$ cat config.mk
export PLATFORM = sky130hd
export DESIGN_NAME = pti_irq_flag_bank
export DESIGN_NICKNAME = d
export VERILOG_FILES = /design/src/verilog/pti_pkg.sv /design/src/verilog/pti_flag_reg.sv /design/src/verilog/pti_irq_flag_bank.sv
export SDC_FILE = /design/constraint.sdc
export NUM_CORES = 1
export LEC_CHECK = 0
export BUFFER_PORTS_ARGS = -buffer_cell sky130_fd_sc_hd__buf_2
export CORE_UTILIZATION = 45
export CTS_CLUSTER_SIZE = 24
export DETAILED_ROUTE_END_ITERATION = 6
export HOLD_SLACK_MARGIN = 0.02
export MAX_ROUTING_LAYER = met4
export PLACE_DENSITY = 0.76
export SLEW_MARGIN = 20
export SYNTH_ARGS = -nofsm -noshare
export SYNTH_HDL_FRONTEND = slang
export SYNTH_SLANG_ARGS = --single-unit
$ cat constraint.sdc
create_clock -name aclk -period 2.2 [get_ports aclk]
set_input_delay 0.11 -clock aclk [delete_from_list [all_inputs] [get_ports aclk]]
set_output_delay 0.11 -clock aclk [all_outputs]
set_load 0.01 [all_outputs]
$ cat src/verilog/pti_pkg.sv
`default_nettype none
package pti_pkg;
    // ---------------------------------------------------------------------
    // bus and register geometry
    // ---------------------------------------------------------------------
    localparam int AXI_ADDR_W = 8;
    localparam int AXI_DATA_W = 32;
    localparam int AXI_STRB_W = AXI_DATA_W / 8;
    localparam int REG_W      = 8;
    localparam int NUM_BANKS  = 3;
    localparam int WORD_LSB   = 2;

    localparam logic [AXI_ADDR_W-1:0] PWM_IRQ_FLAGS_ENABLES_OFFSET    = 8'h00;
    localparam logic [AXI_ADDR_W-1:0] TIMER2_IRQ_FLAGS_ENABLES_OFFSET = 8'h04;
    localparam logic [AXI_ADDR_W-1:0] TIMER0_IRQ_FLAGS_ENABLES_OFFSET = 8'h08;
    localparam logic [AXI_ADDR_W-1:0] GLOBAL_IRQ_CTRL_OFFSET          = 8'h0c;

    localparam int BANK_PWM    = 0;
    localparam int BANK_TIMER2 = 1;
    localparam int BANK_TIMER0 = 2;

    // ---------------------------------------------------------------------
    // field positions
    // ---------------------------------------------------------------------
    localparam int PERIOD_MATCH_REQUEST_BIT     = 7;
    localparam int CHAN2_DUTY_MATCH_REQUEST_BIT = 6;
    localparam int CHAN1_DUTY_MATCH_REQUEST_BIT = 5;
    localparam int CHAN0_DUTY_MATCH_REQUEST_BIT = 4;
    localparam int PERIOD_MATCH_IRQ_ENABLE_BIT  = 3;
    localparam int CHAN2_DUTY_IRQ_ENABLE_BIT    = 2;
    localparam int CHAN1_DUTY_IRQ_ENABLE_BIT    = 1;
    localparam int CHAN0_DUTY_IRQ_ENABLE_BIT    = 0;
    localparam int TIMER_CMP_A_REQUEST_BIT      = 5;
    localparam int TIMER_CMP_P_REQUEST_BIT      = 4;
    localparam int TIMER_CMP_A_IRQ_ENABLE_BIT   = 1;
    localparam int TIMER_CMP_P_IRQ_ENABLE_BIT   = 0;
    localparam int GLOBAL_IRQ_ENABLE_BIT        = 0;

    localparam logic [REG_W-1:0] REG_RESET        = 8'h00;
    localparam logic [REG_W-1:0] PWM_FLAG_MASK    = 8'hf0;
    localparam logic [REG_W-1:0] PWM_ENABLE_MASK  = 8'h0f;
    localparam logic [REG_W-1:0] TMR_FLAG_MASK    = 8'h30;
    localparam logic [REG_W-1:0] TMR_ENABLE_MASK  = 8'h03;
    localparam logic [NUM_BANKS-1:0][REG_W-1:0] BANK_FLAG_MASK   = {TMR_FLAG_MASK, TMR_FLAG_MASK, PWM_FLAG_MASK};
    localparam logic [NUM_BANKS-1:0][REG_W-1:0] BANK_ENABLE_MASK = {TMR_ENABLE_MASK, TMR_ENABLE_MASK,
                                                                    PWM_ENABLE_MASK};

    localparam logic [1:0] RESP_OKAY   = 2'h0;
    localparam logic [1:0] RESP_SLVERR = 2'h2;

    // ---------------------------------------------------------------------
    // types
    // ---------------------------------------------------------------------
    typedef struct packed {
        logic period_match;
        logic chan2_duty_match;
        logic chan1_duty_match;
        logic chan0_duty_match;
        logic timer2_cmp_a;
        logic timer2_cmp_p;
        logic timer0_cmp_a;
        logic timer0_cmp_p;
    } pti_event_t;

    typedef struct packed {
        logic period_match;
        logic chan2_duty_match;
        logic chan1_duty_match;
        logic chan0_duty_match;
        logic timer2_cmp_a;
        logic timer2_cmp_p;
        logic timer0_cmp_a;
        logic timer0_cmp_p;
    } pti_irq_t;

    typedef enum logic [2:0] {SEL_PWM, SEL_TIMER2, SEL_TIMER0, SEL_CTRL, SEL_NONE} pti_sel_t;
endpackage : pti_pkg
`default_nettype wire
$ cat src/verilog/pti_flag_reg.sv
`timescale 1ns/1ps
`default_nettype none
module pti_flag_reg
    import pti_pkg::*;
#(
    parameter logic [REG_W-1:0] FLAG_MASK   = PWM_FLAG_MASK,
    parameter logic [REG_W-1:0] ENABLE_MASK = PWM_ENABLE_MASK
) (
    input  wire logic             aclk,
    input  wire logic             aresetn,
    input  wire logic             wr_en,
    input  wire logic [REG_W-1:0] wr_data,
    input  wire logic [REG_W-1:0] set_req,
    output logic      [REG_W-1:0] value
);
    logic [REG_W-1:0] flags;
    logic [REG_W-1:0] enables;
    logic [REG_W-1:0] next_flags;

    // ---------------------------------------------------------------------
    // flags: software writes, hardware sets; set wins
    // ---------------------------------------------------------------------
    always_comb begin
        next_flags = ((wr_en ? wr_data : flags) | set_req) & FLAG_MASK;
    end

    always_ff @(posedge aclk) begin
        if (!aresetn) begin
            flags <= REG_RESET;
        end else begin
            flags <= next_flags;
        end
    end

    always_ff @(posedge aclk) begin
        if (!aresetn) begin
            enables <= REG_RESET;
        end else if (wr_en) begin
            enables <= wr_data & ENABLE_MASK;
        end
    end

    assign value = flags | enables;
endmodule : pti_flag_reg
`default_nettype wire

$ cat src/verilog/pti_irq_flag_bank.sv
// Summary of operation
// - pwm period match sets bit 7 of the pwm register
// - pwm channel 2, 1, 0 duty matches set bits 6, 5, 4
// - bit 3 enables the period match interrupt
// - bits 2, 1, 0 enable the channel 2, 1, 0 duty interrupts
// - flags stay set until software writes zero; writing zero clears them
// - timer 2 comparator A sets bit 5, comparator P sets bit 4
// - timer 2 bit 1 enables comparator A, bit 0 comparator P
// - timer 0 comparator A sets bit 5, comparator P sets bit 4
// - timer 0 bit 1 enables comparator A, bit 0 comparator P
// - timer register bits 7-6 and 3-2 read zero, ignore writes
// - flags set regardless of enable; irq needs enable and global enable
//
// The implementer's own choices: register access over AXI4-Lite and the register offsets.
`timescale 1ns/1ps
`default_nettype none
module pti_irq_flag_bank
    import pti_pkg::*;
(
    input  wire logic                  aclk,
    input  wire logic                  aresetn,
    input  wire logic [AXI_ADDR_W-1:0] awaddr,
    input  wire logic                  awvalid,
    output logic                       awready,
    input  wire logic [AXI_DATA_W-1:0] wdata,
    input  wire logic [AXI_STRB_W-1:0] wstrb,
    input  wire logic                  wvalid,
    output logic                       wready,
    output logic      [1:0]            bresp,
    output logic                       bvalid,
    input  wire logic                  bready,
    input  wire logic [AXI_ADDR_W-1:0] araddr,
    input  wire logic                  arvalid,
    output logic                       arready,
    output logic      [AXI_DATA_W-1:0] rdata,
    output logic      [1:0]            rresp,
    output logic                       rvalid,
    input  wire logic                  rready,
    input  wire pti_event_t            evt,
    output pti_irq_t                   irq,
    output logic                       irq_any
);
    // ---------------------------------------------------------------------
    // address decode
    // ---------------------------------------------------------------------
    function automatic pti_sel_t decode_sel(input logic [AXI_ADDR_W-1:0] addr);
        logic [AXI_ADDR_W-1:WORD_LSB] word;
        word = addr[AXI_ADDR_W-1:WORD_LSB];
        if (word == PWM_IRQ_FLAGS_ENABLES_OFFSET[AXI_ADDR_W-1:WORD_LSB]) begin
            return SEL_PWM;
        end else if (word == TIMER2_IRQ_FLAGS_ENABLES_OFFSET[AXI_ADDR_W-1:WORD_LSB]) begin
            return SEL_TIMER2;
        end else if (word == TIMER0_IRQ_FLAGS_ENABLES_OFFSET[AXI_ADDR_W-1:WORD_LSB]) begin
            return SEL_TIMER0;
        end else if (word == GLOBAL_IRQ_CTRL_OFFSET[AXI_ADDR_W-1:WORD_LSB]) begin
            return SEL_CTRL;
        end
        return SEL_NONE;
    endfunction : decode_sel

    logic                                aw_held;
    logic                                w_held;
    logic [AXI_ADDR_W-1:0]               aw_addr_q;
    logic [REG_W-1:0]                    w_data_q;
    logic                                w_lane0_q;
    logic                                wr_fire;
    pti_sel_t                            wr_sel;
    pti_sel_t                            rd_sel;
    logic [NUM_BANKS-1:0]                bank_wr;
    logic                                ctrl_wr;
    logic [NUM_BANKS-1:0][REG_W-1:0]     set_vec;
    logic [NUM_BANKS-1:0][REG_W-1:0]     bank_val;
    logic                                global_irq_enable;
    logic [REG_W-1:0]                    rd_word;
    pti_irq_t                            next_irq;

    // ---------------------------------------------------------------------
    // write channels: address and data taken in either order
    // ---------------------------------------------------------------------
    assign awready = !aw_held && !bvalid;
    assign wready  = !w_held && !bvalid;
    assign wr_fire = aw_held && w_held && !bvalid;
    assign wr_sel  = decode_sel(aw_addr_q);

    always_ff @(posedge aclk) begin
        if (!aresetn) begin
            aw_held   <= 1'b0;
            aw_addr_q <= '0;
        end else if (awvalid && awready) begin
            aw_held   <= 1'b1;
            aw_addr_q <= awaddr;
        end else if (wr_fire) begin
            aw_held   <= 1'b0;
        end
    end

    // only lane 0 carries register bits; upper lanes are dropped
    always_ff @(posedge aclk) begin
        if (!aresetn) begin
            w_held    <= 1'b0;
            w_data_q  <= '0;
            w_lane0_q <= 1'b0;
        end else if (wvalid && wready) begin
            w_held    <= 1'b1;
            w_data_q  <= wdata[REG_W-1:0];
            w_lane0_q <= wstrb[0];
        end else if (wr_fire) begin
            w_held    <= 1'b0;
        end
    end

    always_ff @(posedge aclk) begin
        if (!aresetn) begin
            bvalid <= 1'b0;
            bresp  <= RESP_OKAY;
        end else if (wr_fire) begin
            bvalid <= 1'b1;
            bresp  <= (wr_sel == SEL_NONE) ? RESP_SLVERR : RESP_OKAY;
        end else if (bready) begin
            bvalid <= 1'b0;
        end
    end

    always_comb begin
        bank_wr = '0;
        ctrl_wr = 1'b0;
        unique case (wr_sel)
            SEL_PWM:    bank_wr[BANK_PWM]    = wr_fire && w_lane0_q;
            SEL_TIMER2: bank_wr[BANK_TIMER2] = wr_fire && w_lane0_q;
            SEL_TIMER0: bank_wr[BANK_TIMER0] = wr_fire && w_lane0_q;
            SEL_CTRL:   ctrl_wr              = wr_fire && w_lane0_q;
            SEL_NONE:   ctrl_wr              = 1'b0;
        endcase
    end

    always_ff @(posedge aclk) begin
        if (!aresetn) begin
            global_irq_enable <= 1'b0;
        end else if (ctrl_wr) begin
            global_irq_enable <= w_data_q[GLOBAL_IRQ_ENABLE_BIT];
        end
    end

    // ---------------------------------------------------------------------
    // read channel: one cycle to answer
    // ---------------------------------------------------------------------
    assign arready = !rvalid;
    assign rd_sel  = decode_sel(araddr);

    always_comb begin
        rd_word = '0;
        unique case (rd_sel)
            SEL_PWM:    rd_word = bank_val[BANK_PWM];
            SEL_TIMER2: rd_word = bank_val[BANK_TIMER2];
            SEL_TIMER0: rd_word = bank_val[BANK_TIMER0];
            SEL_CTRL:   rd_word[GLOBAL_IRQ_ENABLE_BIT] = global_irq_enable;
            SEL_NONE:   rd_word = '0;
        endcase
    end

    always_ff @(posedge aclk) begin
        if (!aresetn) begin
            rvalid <= 1'b0;
            rdata  <= '0;
            rresp  <= RESP_OKAY;
        end else if (arvalid && arready) begin
            rvalid <= 1'b1;
            rdata  <= {{(AXI_DATA_W-REG_W){1'b0}}, rd_word};
            rresp  <= (rd_sel == SEL_NONE) ? RESP_SLVERR : RESP_OKAY;
        end else if (rready) begin
            rvalid <= 1'b0;
        end
    end

    // ---------------------------------------------------------------------
    // event routing into flag positions
    // ---------------------------------------------------------------------
    always_comb begin
        set_vec = '0;
        set_vec[BANK_PWM][PERIOD_MATCH_REQUEST_BIT]     = evt.period_match;
        set_vec[BANK_PWM][CHAN2_DUTY_MATCH_REQUEST_BIT] = evt.chan2_duty_match;
        set_vec[BANK_PWM][CHAN1_DUTY_MATCH_REQUEST_BIT] = evt.chan1_duty_match;
        set_vec[BANK_PWM][CHAN0_DUTY_MATCH_REQUEST_BIT] = evt.chan0_duty_match;
        set_vec[BANK_TIMER2][TIMER_CMP_A_REQUEST_BIT]   = evt.timer2_cmp_a;
        set_vec[BANK_TIMER2][TIMER_CMP_P_REQUEST_BIT]   = evt.timer2_cmp_p;
        set_vec[BANK_TIMER0][TIMER_CMP_A_REQUEST_BIT]   = evt.timer0_cmp_a;
        set_vec[BANK_TIMER0][TIMER_CMP_P_REQUEST_BIT]   = evt.timer0_cmp_p;
    end

    genvar gi;
    generate
        for (gi = 0; gi < NUM_BANKS; gi++) begin : g_bank
            pti_flag_reg #(
                .FLAG_MASK   (BANK_FLAG_MASK[gi]),
                .ENABLE_MASK (BANK_ENABLE_MASK[gi])
            ) u_reg (
                .aclk    (aclk),
                .aresetn (aresetn),
                .wr_en   (bank_wr[gi]),
                .wr_data (w_data_q),
                .set_req (set_vec[gi]),
                .value   (bank_val[gi])
            );
        end
    endgenerate

    // ---------------------------------------------------------------------
    // request gating toward the cpu; registered to keep outputs glitch-free
    // ---------------------------------------------------------------------
    always_comb begin
        next_irq.period_match     = bank_val[BANK_PWM][PERIOD_MATCH_REQUEST_BIT]
                                  & bank_val[BANK_PWM][PERIOD_MATCH_IRQ_ENABLE_BIT] & global_irq_enable;
        next_irq.chan2_duty_match = bank_val[BANK_PWM][CHAN2_DUTY_MATCH_REQUEST_BIT]
                                  & bank_val[BANK_PWM][CHAN2_DUTY_IRQ_ENABLE_BIT] & global_irq_enable;
        next_irq.chan1_duty_match = bank_val[BANK_PWM][CHAN1_DUTY_MATCH_REQUEST_BIT]
                                  & bank_val[BANK_PWM][CHAN1_DUTY_IRQ_ENABLE_BIT] & global_irq_enable;
        next_irq.chan0_duty_match = bank_val[BANK_PWM][CHAN0_DUTY_MATCH_REQUEST_BIT]
                                  & bank_val[BANK_PWM][CHAN0_DUTY_IRQ_ENABLE_BIT] & global_irq_enable;
        next_irq.timer2_cmp_a     = bank_val[BANK_TIMER2][TIMER_CMP_A_REQUEST_BIT]
                                  & bank_val[BANK_TIMER2][TIMER_CMP_A_IRQ_ENABLE_BIT] & global_irq_enable;
        next_irq.timer2_cmp_p     = bank_val[BANK_TIMER2][TIMER_CMP_P_REQUEST_BIT]
                                  & bank_val[BANK_TIMER2][TIMER_CMP_P_IRQ_ENABLE_BIT] & global_irq_enable;
        next_irq.timer0_cmp_a     = bank_val[BANK_TIMER0][TIMER_CMP_A_REQUEST_BIT]
                                  & bank_val[BANK_TIMER0][TIMER_CMP_A_IRQ_ENABLE_BIT] & global_irq_enable;
        next_irq.timer0_cmp_p     = bank_val[BANK_TIMER0][TIMER_CMP_P_REQUEST_BIT]
                                  & bank_val[BANK_TIMER0][TIMER_CMP_P_IRQ_ENABLE_BIT] & global_irq_enable;
    end

    always_ff @(posedge aclk) begin
        if (!aresetn) begin
            irq     <= '0;
            irq_any <= 1'b0;
        end else begin
            irq     <= next_irq;
            irq_any <= |next_irq;
        end
    end
endmodule : pti_irq_flag_bank
`default_nettype wire

==> results.txt <==
The flow ran to the end, and the final reports show no timing, DRC or antenna violations. The share of synthesized area in the top cell type comes to 0.443. The cell area that synthesis handed to floorplanning was 2490 sq um. Setup repair after global routing left no endpoint under its margin. The critical path in this run is classified as reg2reg. The final standard cell utilization of the core is 0.544. The portion of the clock cycle consumed by the worst path in the final layout came out at 0.688. The first detailed-routing pass ran for 5 iterations. The worst clock skew on the final layout is 0.00691 ns. The first-pass GRT wire length came out at 8070 um.

TritonCTS built the clock tree. The detailed-placement wirelength estimate is 3470 um. The synthesized design spends more area on one cell type than any other, namely sky130_fd_sc_hd__dfxtp_1.

The Yosys step of the flow raised 0 warnings. By area the synthesized netlist is led by sky130_fd_sc_hd__dfxtp_1, sky130_fd_sc_hd__buf_4, sky130_fd_sc_hd__mux2i_1, sky130_fd_sc_hd__nor2_1, sky130_fd_sc_hd__a211oi_2. The number of antenna violations at the first check in global routing came out at 0. The number of buffers inserted by post-CTS setup repair is 0.

The clock transition time at the flip-flop clock pins of the worst setup and hold paths came out at 0.09 ns. In the final layout, the share of cells above drive strength 1 is 0.283. The setup TNS is 0 ns. Dividing the detail-routed wire length by the instance count gives 12.3 um.

The number of I/O port buffers is 59. The total routed wirelength came out at 4790 um. The number of placement rows came out at 26. The full die area is 5830 sq um.

The core region is 5200 sq um. The total number of vias came out at 1,953. The kind of path behind the tightest hold check is in2reg. IR analysis of the VDD net gives a maximum drop of 436 uV. The die width is 76.3 um. The post-synthesis sequential element count came out at 55. The sum of overflow across all layers after global routing came out at 0. At the pin with the least slew margin, the transition time is 0.568 ns.

The maximum number of pins on one net before global-route repair came out at 38. The data arrival time of the critical path came out at 1.69 ns. The number of nets with antenna violations after routing came out at 0. The total clock buffers created by CTS is 5. The area growth from synthesis to layout came out at 13.7%. The mean instance size in the synthesized netlist is 9.49 sq um. At the end of the flow, the number of nets in the layout was 385. In this run, the number of DRC markers left after iteration 0 of detailed routing was 119. The deepest level of the CTS H-tree came out at 2. For this design the ratio of total power to cell area is 694 nW/um^2. The max-slew headroom at the worst pin came out at 0.618. The overall routing resource usage is 0.176. The tree is rooted in a sky130_fd_sc_hd__clkbuf_8.

The reported max-cap violation count came out at 0. STA classifies the critical path startpoint as a register. The clock period minus final worst setup slack is 1.51 ns. In this run the worst path has a maximum fanout of 29. The initial core utilization came out at 0.478. In this run the deepest clock path goes through 2 buffers. The clock sink count came out at 55. The number of global-route vias before repair is 1,737.

The number of placed I/O pins came out at 117. The gate count of the mapped netlist is 262. The final count of pins violating max slew came out at 0.

STA classifies the critical path endpoint as a register. The count of distinct cell types in the synthesized netlist came out at 35. The static leakage came out at 1.22 nW.

The number of antenna diodes is 0. The register area share after synthesis came out at 0.443. The required time of the critical path came out at 2.38 ns. Counting the fill cells in the layout gives 510. The clock insertion delay at the later pin of the skew report is 0.30 ns.

The final estimated routing congestion in global placement came out at 0.786. The top achievable clock speed is 0.660 GHz. The vertical extent of the die came out at 76.3 um. The final setup violation count came out at 0. The number of vias per cell after detailed routing is 5.03. The number of DRC violations after detailed routing is 0. The final hold violation count is 0.
==> layer usage <==
| layer | vias to the layer above | GRT usage | wire length, um |
|---|---|---|---|
| met5 | - | - | 0 |
| met4 | 0 | 0.0519 | 45 |
| met3 | 4 | 0.0383 | 284 |
| met2 | 71 | 0.272 | 2190 |
| met1 | 892 | 0.231 | 2270 |
| li1 | 986 | - | - |
==> worst paths after layout <==
check / start / endpoint / slack [ns] / cells after the start
worst max-delay path: bvalid / g_bank[0].u_reg.flags[4] / 0.69 / 3
worst min-delay path: awaddr[7] / aw_addr_q[7] / 0.04 / 3
worst max register to register: bvalid / g_bank[0].u_reg.flags[4] / 0.69 / 3
worst min register to register: g_bank[1].u_reg.enables[0] / irq[2] / 0.47 / 2
==> where the power goes <==
group,internal [mW],total (mW),switching (mW),leakage [nW]
Clock,0.334,0.634,0.300,0.0513
Sequential,1.03,1.07,0.0372,0.449
Combinational,0.105,0.258,0.152,0.720
Total,1.47,1.96,0.490,1.22
==> through the flow <==
stage	setup WS [ns]	total power [mW]	area, sq um	cells	hold slack (ns)
after floorplan	0.858	1.30	2580	287	0.209
after global placement	0.715	1.34	2720	380	0.300
after detailed placement	0.708	1.35	2720	380	0.301
after CTS	0.689	1.99	2830	388	0.0302
after global routing	0.604	2.07	2830	388	0.0339
final	0.685	1.96	2830	388	0.0395
==> logic make-up (layout without fill, tap and decap cells) <==
family	after synthesis	in the layout	share of synthesized area
buffers and inverters	53	84	0.135
muxes	19	19	0.0815
other	1	26	0.00151
AOI/OAI and AO/OA	53	53	0.173
DFF	55	55	0.443
and+or+nand+nor	81	81	0.167
==> cell usage after synthesis <==
cell / n
sky130_fd_sc_hd__a211oi_1: 4
sky130_fd_sc_hd__a211oi_2: 6
sky130_fd_sc_hd__a21oi_1: 13
sky130_fd_sc_hd__a21oi_2: 1
sky130_fd_sc_hd__a22o_1: 5
sky130_fd_sc_hd__a2bb2oi_1: 3
sky130_fd_sc_hd__a311oi_1: 8
sky130_fd_sc_hd__a31o_1: 1
sky130_fd_sc_hd__a31o_2: 8
sky130_fd_sc_hd__and2_1: 1
sky130_fd_sc_hd__and3_1: 3
sky130_fd_sc_hd__and3_2: 1
sky130_fd_sc_hd__and3b_1: 1
sky130_fd_sc_hd__and4_1: 3
sky130_fd_sc_hd__and4b_4: 1
sky130_fd_sc_hd__buf_1: 2
sky130_fd_sc_hd__buf_2: 4
sky130_fd_sc_hd__buf_4: 29
sky130_fd_sc_hd__buf_6: 3
sky130_fd_sc_hd__clkbuf_1: 3
sky130_fd_sc_hd__conb_1: 1
sky130_fd_sc_hd__dfxtp_1: 55
sky130_fd_sc_hd__inv_1: 12
sky130_fd_sc_hd__mux2i_1: 18
sky130_fd_sc_hd__mux4_2: 1
sky130_fd_sc_hd__nand2_1: 10
sky130_fd_sc_hd__nand2b_1: 2
sky130_fd_sc_hd__nand4_1: 10
sky130_fd_sc_hd__nor2_1: 41
sky130_fd_sc_hd__nor2b_1: 4
sky130_fd_sc_hd__nor3b_1: 2
sky130_fd_sc_hd__nor4_1: 1
sky130_fd_sc_hd__nor4_4: 1
sky130_fd_sc_hd__o21ai_0: 1
sky130_fd_sc_hd__o2bb2ai_1: 3
==> repair_timing <==
item                      in CTS  in global routing
resized for setup              0                  0
hold endpoints to repair       1                  0
hold buffers                   1                  0
==> sequential cells by signal, indices dropped and copies added, names as in the netlist <==
name                  flops
g_bank.u_reg.flags        8
global_irq_enable         1
irq_any                   1
g_bank.u_reg.enables      8
bresp                     1
irq                       8
rvalid                    1
w_held                    1
aw_held                   1
w_lane0_q                 1
aw_addr_q                 6
w_data_q                  8
bvalid                    1
rdata                     8
rresp                     1
==> worst max-delay path, stage by stage, from the launching register on <==
cell and delay, ns:
sky130_fd_sc_hd__dfxtp_1 0.40, sky130_fd_sc_hd__and4b_4 0.59, sky130_fd_sc_hd__and3_2 0.32, sky130_fd_sc_hd__a211oi_2 0.08
==> layout make-up <==
cell class	count	area, sq um	share of cell area
clock buffers	6	72.6	0.0257
clock inverters	1	30.0	0.0106
inverters	12	45.0	0.0159
multi-input cells	179	1150	0.406
flip-flops and latches	55	1100	0.389
well taps	70	87.6	0.0310
repair buffers	65	343	0.121
==> layout by cell type, fill, tap and decap left out, drive strengths merged <==
cell type and count:
and4b 1, a21oi 14, nor3b 2, nand4 10
and2 1, nor2b 4, mux4 1, nand2 10
o2bb2ai 3, a31o 9, inv 12, bufinv 1
a311oi 8, mux2i 18, nor2 41, conb 26
o21ai 1, nor4 2, dfxtp 55, and3 4
and4 3, a2bb2oi 3, dlygate4sd3 1, nand2b 2
and3b 1, a22o 5, buf 64, clkbuf 6
a211oi 10
Power figures use the tool's default switching activity.
